**config.mk**
```make
export PLATFORM = sky130hd
export DESIGN_NAME = keypad_wake_interrupt
export DESIGN_NICKNAME = d
export VERILOG_FILES = /design/src/core/keypad_wake_interrupt.v /design/src/core/key_channel.v
export VERILOG_INCLUDE_DIRS = /design/src /design/src/inc
export SDC_FILE = /design/constraint.sdc
export NUM_CORES = 1
export LEC_CHECK = 0
export BUFFER_PORTS_ARGS = -buffer_cell sky130_fd_sc_hd__clkbuf_2
export CORE_MARGIN = 2
export CORE_UTILIZATION = 56
export DETAILED_ROUTE_END_ITERATION = 12
export PLACE_DENSITY_LB_ADDON = 0.12
export SETUP_SLACK_MARGIN = 0.1
export SLEW_MARGIN = 5
export SYNTH_ARGS = -nofsm -noshare
export SYNTH_HDL_FRONTEND = slang
export SYNTH_HIERARCHICAL = 1
export SYNTH_SLANG_ARGS = --single-unit
```
**constraint.sdc**
```tcl
create_clock -name mclk -period 2.35 [get_ports mclk]
set_input_delay 0.3525 -clock mclk [delete_from_list [all_inputs] [get_ports mclk]]
set_output_delay 0.3525 -clock mclk [all_outputs]
set_load 0.1 [all_outputs]
```
**src/inc/keypad_wake_interrupt_map.vh**
```
// Register map, field codes and timing constants for the keypad wake interrupt block
`ifndef KEYPAD_WAKE_INTERRUPT_MAP_VH
`define KEYPAD_WAKE_INTERRUPT_MAP_VH

// Channel count and data widths
`define KEY_CHANNELS        8
`define KEY_DATA_W          8
`define BUS_DATA_W          32
`define BUS_ADDR_W          10
`define BUS_BE_W            4

// Register indices; byte address is four times the index
`define IDX_PIN_ENABLE      8'he9
`define IDX_PIN_FLAGS       8'hea
`define IDX_TRIG_SEL_LO     8'heb
`define IDX_TRIG_SEL_HI     8'hec
`define IDX_IRQ_MASK        8'hed
`define IDX_PORT_STATE      8'hee

// Register reset values
`define RST_PIN_ENABLE      8'h00
`define RST_PIN_FLAGS       8'h00
`define RST_TRIG_SEL_LO     8'h00
`define RST_TRIG_SEL_HI     8'h00
`define RST_IRQ_MASK        8'h00

// Trigger type codes, high select bit first
`define TRIG_FALL           2'h0
`define TRIG_RISE           2'h1
`define TRIG_BOTH           2'h2
`define TRIG_LOW            2'h3

// Machine cycle length in mclk cycles
`define MCYC_CLKS           4'h4
`define MCYC_CNT_W          4
`define MCYC_CNT_ZERO       4'h0
`define MCYC_CNT_ONE        4'h1

// Bus helpers
`define BUS_WORD_LSB        2
`define BUS_LANE_ZERO       2'h0
`define BUS_READ_ZERO       32'h00000000
`define BUS_PAD_ZERO        24'h000000

`endif

```
**src/core/keypad_wake_interrupt.v**
```verilog
// Eight-channel keypad wake interrupt with an Avalon-MM register slave
//
// Implementation choice: the Avalon-MM interface to the registers.
`timescale 1ns/1ps
`include "keypad_wake_interrupt_map.vh"

// Summary of operation
// - Eight keypad channels, one per port pin, any subset enabled.
// - Enable bit n lets pin n raise its flag and the request.
// - A trigger sets the flag; request only where interrupt is unmasked.
// - All eight channels merge into one interrupt request.
// - Two select bits per channel: fall, rise, either edge, low level.
// - Flag asserts two machine cycles after the trigger on the pin.
// - Edge flags stay set until software clears them by write.
// - Low-level flag follows the inverted pin; writes do not affect it.
// - The request wakes the processor from idle and power-down.
// - Enable, flag and both select registers read zero after reset.
module keypad_wake_interrupt (
   // Clock and reset
   input  wire                     mclk,
   input  wire                     srst,
   // Avalon-MM slave
   input  wire [`BUS_ADDR_W-1:0]   avs_address,
   input  wire                     avs_read,
   input  wire                     avs_write,
   input  wire [`BUS_BE_W-1:0]     avs_byteenable,
   input  wire [`BUS_DATA_W-1:0]   avs_writedata,
   output reg  [`BUS_DATA_W-1:0]   avs_readdata,
   output wire                     avs_waitrequest,
   // Keypad pins
   input  wire [`KEY_CHANNELS-1:0] key_port,
   // Interrupt and wake
   output wire                     keypad_irq,
   output wire                     wake_req
);

   // Configuration registers
   reg  [`KEY_DATA_W-1:0]    key_pin_enable_r;
   reg  [`KEY_DATA_W-1:0]    trigger_select_low_r;
   reg  [`KEY_DATA_W-1:0]    trigger_select_high_r;
   reg  [`KEY_DATA_W-1:0]    irq_mask_r;

   // Bus handshake
   reg                       ack_r;
   reg  [`BUS_DATA_W-1:0]    rdata_nxt;
   wire                      req;
   wire                      wr_take;
   wire                      lane0;
   wire [7:0]                word_idx;
   wire                      aligned;

   // Machine cycle divider
   reg  [`MCYC_CNT_W-1:0]    mc_cnt_r;
   reg  [`MCYC_CNT_W-1:0]    mc_cnt_nxt;
   wire                      mc_en;

   // Channel state
   wire [`KEY_CHANNELS-1:0]  key_pin_flag_bits;
   wire [`KEY_CHANNELS-1:0]  pin_state;
   wire [`KEY_CHANNELS-1:0]  flag_clear;
   wire [`KEY_CHANNELS-1:0]  key_pin_enable_bits;
   wire [`KEY_CHANNELS-1:0]  trig_select_lo;
   wire [`KEY_CHANNELS-1:0]  trig_select_hi;

   assign key_pin_enable_bits = key_pin_enable_r;
   assign trig_select_lo      = trigger_select_low_r;
   assign trig_select_hi      = trigger_select_high_r;

   // Machine cycle tick, one mclk wide
   always @* begin
      if (mc_cnt_r == `MCYC_CLKS - `MCYC_CNT_ONE)
         mc_cnt_nxt = `MCYC_CNT_ZERO;
      else
         mc_cnt_nxt = mc_cnt_r + `MCYC_CNT_ONE;
   end

   always @(posedge mclk) begin
      if (srst)
         mc_cnt_r <= `MCYC_CNT_ZERO;
      else
         mc_cnt_r <= mc_cnt_nxt;
   end

   assign mc_en = (mc_cnt_r == `MCYC_CLKS - `MCYC_CNT_ONE);

   // Bus decode: one wait cycle per access
   assign req             = avs_read | avs_write;
   assign avs_waitrequest = req & ~ack_r;
   assign wr_take         = avs_write & ack_r & lane0;
   assign lane0           = avs_byteenable[0];
   assign word_idx        = avs_address[`BUS_ADDR_W-1:`BUS_WORD_LSB];
   assign aligned         = (avs_address[`BUS_WORD_LSB-1:0] == `BUS_LANE_ZERO);

   always @(posedge mclk) begin
      if (srst)
         ack_r <= 1'b0;
      else
         ack_r <= req & ~ack_r;
   end

   // Read mux; unmapped addresses read zero
   always @* begin
      rdata_nxt = `BUS_READ_ZERO;
      if (aligned) begin
         case (word_idx)
            `IDX_PIN_ENABLE:  rdata_nxt = {`BUS_PAD_ZERO, key_pin_enable_r};
            `IDX_PIN_FLAGS:   rdata_nxt = {`BUS_PAD_ZERO, key_pin_flag_bits};
            `IDX_TRIG_SEL_LO: rdata_nxt = {`BUS_PAD_ZERO, trigger_select_low_r};
            `IDX_TRIG_SEL_HI: rdata_nxt = {`BUS_PAD_ZERO, trigger_select_high_r};
            `IDX_IRQ_MASK:    rdata_nxt = {`BUS_PAD_ZERO, irq_mask_r};
            `IDX_PORT_STATE:  rdata_nxt = {`BUS_PAD_ZERO, pin_state};
            default:          rdata_nxt = `BUS_READ_ZERO;
         endcase
      end
   end

   // Read data loaded in the wait cycle, stands in the answer cycle
   always @(posedge mclk) begin
      if (srst)
         avs_readdata <= `BUS_READ_ZERO;
      else if (avs_read && !ack_r)
         avs_readdata <= rdata_nxt;
   end

   always @(posedge mclk) begin
      if (srst) begin
         key_pin_enable_r      <= `RST_PIN_ENABLE;
         trigger_select_low_r  <= `RST_TRIG_SEL_LO;
         trigger_select_high_r <= `RST_TRIG_SEL_HI;
         irq_mask_r            <= `RST_IRQ_MASK;
      end else if (wr_take && aligned) begin
         case (word_idx)
            `IDX_PIN_ENABLE:  key_pin_enable_r      <= avs_writedata[`KEY_DATA_W-1:0];
            `IDX_TRIG_SEL_LO: trigger_select_low_r  <= avs_writedata[`KEY_DATA_W-1:0];
            `IDX_TRIG_SEL_HI: trigger_select_high_r <= avs_writedata[`KEY_DATA_W-1:0];
            `IDX_IRQ_MASK:    irq_mask_r            <= avs_writedata[`KEY_DATA_W-1:0];
            default:          irq_mask_r            <= irq_mask_r;
         endcase
      end
   end

   // write one to clear edge flags
   assign flag_clear = (wr_take && aligned && word_idx == `IDX_PIN_FLAGS) ?
                       avs_writedata[`KEY_DATA_W-1:0] : `RST_PIN_FLAGS;

   genvar ch;
   generate
      for (ch = 0; ch < `KEY_CHANNELS; ch = ch + 1) begin : g_chan
         key_channel u_chan (
            .mclk      (mclk),
            .srst      (srst),
            .mc_en     (mc_en),
            .pin       (key_port[ch]),
            .enable    (key_pin_enable_bits[ch]),
            .sel_hi    (trig_select_hi[ch]),
            .sel_lo    (trig_select_lo[ch]),
            .clear     (flag_clear[ch]),
            .pin_state (pin_state[ch]),
            .flag      (key_pin_flag_bits[ch])
         );
      end
   endgenerate

   assign keypad_irq = |(key_pin_flag_bits & irq_mask_r);

   assign wake_req = keypad_irq;

endmodule // keypad_wake_interrupt

```
**src/core/key_channel.v**
```verilog
// One keypad channel: pin synchroniser, trigger detection, delay and flag
`timescale 1ns/1ps
`include "keypad_wake_interrupt_map.vh"
module key_channel (
   // Clock and reset
   input  wire mclk,
   input  wire srst,
   // Machine cycle tick
   input  wire mc_en,
   // Pin and configuration
   input  wire pin,
   input  wire enable,
   input  wire sel_hi,
   input  wire sel_lo,
   // Software clear, one-cycle pulse
   input  wire clear,
   // Channel state
   output wire pin_state,
   output wire flag
);

   reg        sync1_r;
   reg        sync2_r;
   reg        cur_r;
   reg        prev_r;
   reg        hit_d1_r;
   reg        low_d1_r;
   reg        flag_r;
   reg        flag_nxt;
   reg        hit;
   wire [1:0] mode;

   assign mode      = {sel_hi, sel_lo};
   assign pin_state = sync2_r;
   assign flag      = flag_r;

   always @(posedge mclk) begin
      if (srst) begin
         sync1_r <= 1'b1;
         sync2_r <= 1'b1;
      end else begin
         sync1_r <= pin;
         sync2_r <= sync1_r;
      end
   end

   always @(posedge mclk) begin
      if (srst) begin
         cur_r  <= 1'b1;
         prev_r <= 1'b1;
      end else if (mc_en) begin
         cur_r  <= sync2_r;
         prev_r <= cur_r;
      end
   end

   always @* begin
      hit = 1'b0;
      case (mode)
         `TRIG_FALL: hit = prev_r & ~cur_r;
         `TRIG_RISE: hit = ~prev_r & cur_r;
         `TRIG_BOTH: hit = prev_r ^ cur_r;
         default:    hit = 1'b0;
      endcase
   end

   always @(posedge mclk) begin
      if (srst) begin
         hit_d1_r <= 1'b0;
         low_d1_r <= 1'b0;
      end else if (mc_en) begin
         hit_d1_r <= hit;
         low_d1_r <= ~cur_r;
      end
   end

   always @* begin
      flag_nxt = flag_r;
      if (mode == `TRIG_LOW) begin
         if (mc_en)
            flag_nxt = enable & low_d1_r;
      end else begin
         if (clear)
            flag_nxt = 1'b0;
         if (mc_en && enable && hit_d1_r)
            flag_nxt = 1'b1;
      end
   end

   always @(posedge mclk) begin
      if (srst)
         flag_r <= 1'b0;
      else
         flag_r <= flag_nxt;
   end

endmodule // key_channel

```
==> flow_summary_export.csv <==
group,metric,value,unit
clocking,post_cts_buffers,0,
grt,grt_pass1_wl,17.6,mm
detailed_routing,drt_iter0_drc,220,
timing,skew,14.9,ps
worst_setup_path,cp.required,2000,ps
synthesis,synth_edf_count,0,
clocking,hold_buffers,0,
floorplan,ioPinCount,93,
worst_setup_path,worstReg2RegStart,"ack_r",
outcome,status,"completed",
power,p_leak,2.42,nW
synthesis,synth.distinct_cells,50,
clocking,htree_levels,3,
placement,dp_hpwl,7.25,mm
power,p_int,2.51,mW
placement,place.gp.congestion,0.829,
timing,fin_crit,1930,ps
synthesis,synth_ff_type,"dfxtp_1",
timing,hold_violations,0,
detailed_routing,vias,3776,
timing,slew-limit-headroom,0.561,
detailed_routing,ant_nets,0,
worst_setup_path,crit_arrival,1580,ps
clocking,root_buffer,"clkbuf_8",
cells_and_area,syn_to_final_growth,8.58,%
worst_setup_path,reg2reg_slack,680,ps
power,power_frac_clock,0.351,
detailed_routing,remaining_drc_errors,0,
grt,grt_max_degree,75,
power,powerDensity,641,mW/mm²
cells_and_area,fillers,745,
synthesis,avgSynthCellArea,9.53,µm²
synthesis,netlist_area,0.00501,mm²
synthesis,yosys_warnings,6,
grt,overflow,0,
cells_and_area,drive_above_1_share,0.216,
timing,setup_viol,0,
placement,dp_cells,659,
worst_setup_path,endpoint,"wake_req",
clocking,cts-resized-gates,0,
synthesis,synthCells,526,
worst_setup_path,worstSetupStartpointType,"flop",
grt,antenna_found_initial,0,
worst_setup_path,r2r-end,"trig_select_hi[1]",
worst_setup_path,crit_start,"g_chan[4].u_chan/flag",
timing,fin_crit_sh,0.822,
clocking,cts_buffers,9,
grt,grt_use_total,0.223,
cells_and_area,final_cell_mix,"dfxtp_1, mux2i_1, clkbuf_2",
timing,setup_tns,0,ps
floorplan,die_w,98.6,µm
timing,slew_violations,0,
detailed_routing,wl,10.3,mm
detailed_routing,vias_per_cell,5.60,
worst_setup_path,path_class,"flop to output port",
hold_path,hp-class,"input pin to flop",
flow_run,maxCapViolations,0,
cells_and_area,n_antenna_cell,0,
floorplan,core_area,0.00872,mm²
clocking,clk_latency,370,ps
floorplan,fp-row-count,34,
placement,io_buffers,41,
worst_setup_path,worstRegToRegCells,4,
clocking,clock_sinks,101,
worst_setup_path,crit_path_end_kind,"output port",
detailed_routing,wl_per_cell,15.3,µm
timing,worstMarginPinSlew,658,ps
cells_and_area,layout_commonest_cell,"dfxtp_1",
worst_setup_path,cp_max_fo,3,
floorplan,die_h,98.6,µm
power,combPwrFrac,0.137,
synthesis,yosysSeqAreaShare,0.403,
clocking,path_clk_slew,100,ps
timing,rsz0062_at_grt,"false",
grt,first_global_vias,3604,
detailed_routing,firstDrtPassIters,5,
cells_and_area,fin_cells,674,
clocking,cts_buffer_depth,2,
cells_and_area,nNetsFinal,637,
floorplan,initial_utilization,0.575,
timing,whs,155,ps
floorplan,die_area,0.00973,mm²
timing,fmax,518,MHz
synthesis,async_flop_share,0,
power,switchingPower,0.980,mW
power,ir_worst_vdd,0.000344,V
synthesis,synth_seq_cells,101,
power,switching_share,0.281,
power,p_seq_frac,0.512,
clocking,cts_tree,"yes",
-- worst max-delay path: stages, from the launching register on --
cell	delay (ps)
dfxtp_1	330
a22oi_1	270
nand4_1	200
clkbuf_2	410
-- through the flow --
step	total power [mW]	worst slack [ps]	utilization	area [µm²]
6_report	3.49	418	0.624	5450
5_1_grt	3.63	344	0.624	5450
4_1_cts	3.52	419	0.624	5450
3_5_place_dp	2.30	404	0.599	5230
3_3_place_gp	2.29	427	0.599	5230
2_1_floorplan	2.23	13.6	-	5100
-- per-layer routing --
layer | global-route usage | vias to the layer above | part of all wire
met1 | 0.306 | 1782 | 0.47
met3 | 0.0475 | 13 | 0.055
li1 | - | 1875 | -
met5 | 0 | - | 0
met2 | 0.362 | 106 | 0.46
met4 | 0.0548 | 0 | 0.012
-- Yosys cell counts, types with 5 or more instances --
| library cell | n | area, µm² |
|---|---|---|
| dfxtp_1 | 101 | 2020 |
| mux2i_1 | 41 | 410 |
| nor2_1 | 39 | 146 |
| inv_1 | 32 | 120 |
| buf_4 | 28 | 210 |
| nand3_1 | 25 | 125 |
| nand2_1 | 24 | 90.1 |
| o21ai_0 | 24 | 120 |
| o211ai_1 | 19 | 143 |
| a21oi_1 | 17 | 85.1 |
| ha_1 | 17 | 213 |
| or2_2 | 16 | 100 |
| buf_2 | 11 | 55.1 |
| o21ai_1 | 11 | 55.1 |
| mux2_1 | 10 | 113 |
| and2_1 | 9 | 56.3 |
| mux2_4 | 9 | 135 |
| a211oi_1 | 8 | 60.1 |
| nand2_2 | 8 | 50.1 |
| o32ai_2 | 8 | 130 |
| mux2_2 | 7 | 78.8 |
| clkbuf_1 | 6 | 22.5 |
| nor2b_1 | 6 | 37.5 |
| a22oi_1 | 5 | 37.5 |
-- power by group through the flow --
stage               clock network, mW  registers [mW]  logic [mW]
global route                     1.32            1.79       0.520
CTS                              1.26            1.79       0.479
floorplan                           0            1.82       0.409
detailed placement                  0            1.83       0.477
global placement                    0            1.82       0.466
finish                           1.23            1.79       0.478
-- how the worst min path moves through the flow --
stage,start,to,slack (ps),depth (start not counted)
global route,key_port[7],g_chan[7].u_chan/sync1_r,140,2
finish,key_port[3],g_chan[3].u_chan/sync1_r,160,2
floorplan,g_chan[0].u_chan/sync1_r,g_chan[0].u_chan/pin_state,390,1
detailed placement,g_chan[7].u_chan/sync1_r,g_chan[7].u_chan/pin_state,390,1
CTS,key_port[5],g_chan[5].u_chan/sync1_r,150,2
global placement,g_chan[5].u_chan/sync1_r,g_chan[5].u_chan/pin_state,390,1
-- final cells by class --
class                           count  area, µm²  share of cell area
Inverter                           32        120              0.0221
Multi-Input combinational cell    366       2640               0.484
Sequential cell                   101       2020               0.371
Clock buffer                       10        138              0.0253
Tap cell                          108        135              0.0248
Timing Repair Buffer               52        313              0.0574
Clock inverter                      5       82.6              0.0152
-- flip-flops by register name, indices dropped and copies added, names as in the netlist, 8 cells and up --
name / flops
g_chan.u_chan/sync1_r: 8
g_chan.u_chan/pin_state: 8
g_chan.u_chan/cur_r: 8
trig_select_hi: 8
g_chan.u_chan/hit_d1_r: 8
g_chan.u_chan/prev_r: 8
avs_readdata: 8
trig_select_lo: 8
irq_mask_r: 8
g_chan.u_chan/flag: 8
g_chan.u_chan/low_d1_r: 8
key_pin_enable_bits: 8
-- logic make-up after synthesis --
kind of cell / after synthesis / share of synthesized area
xor gates and xnor gates: 1 / 0.00175
DFF: 101 / 0.403
buffers and inverters: 82 / 0.0896
muxes: 67 / 0.147
and+or+nand+nor: 149 / 0.160
adders and majority gates: 17 / 0.0424
AOI/OAI and AO/OA: 108 / 0.156
other: 1 / 0.000748
(Power assumes the default switching activity.)
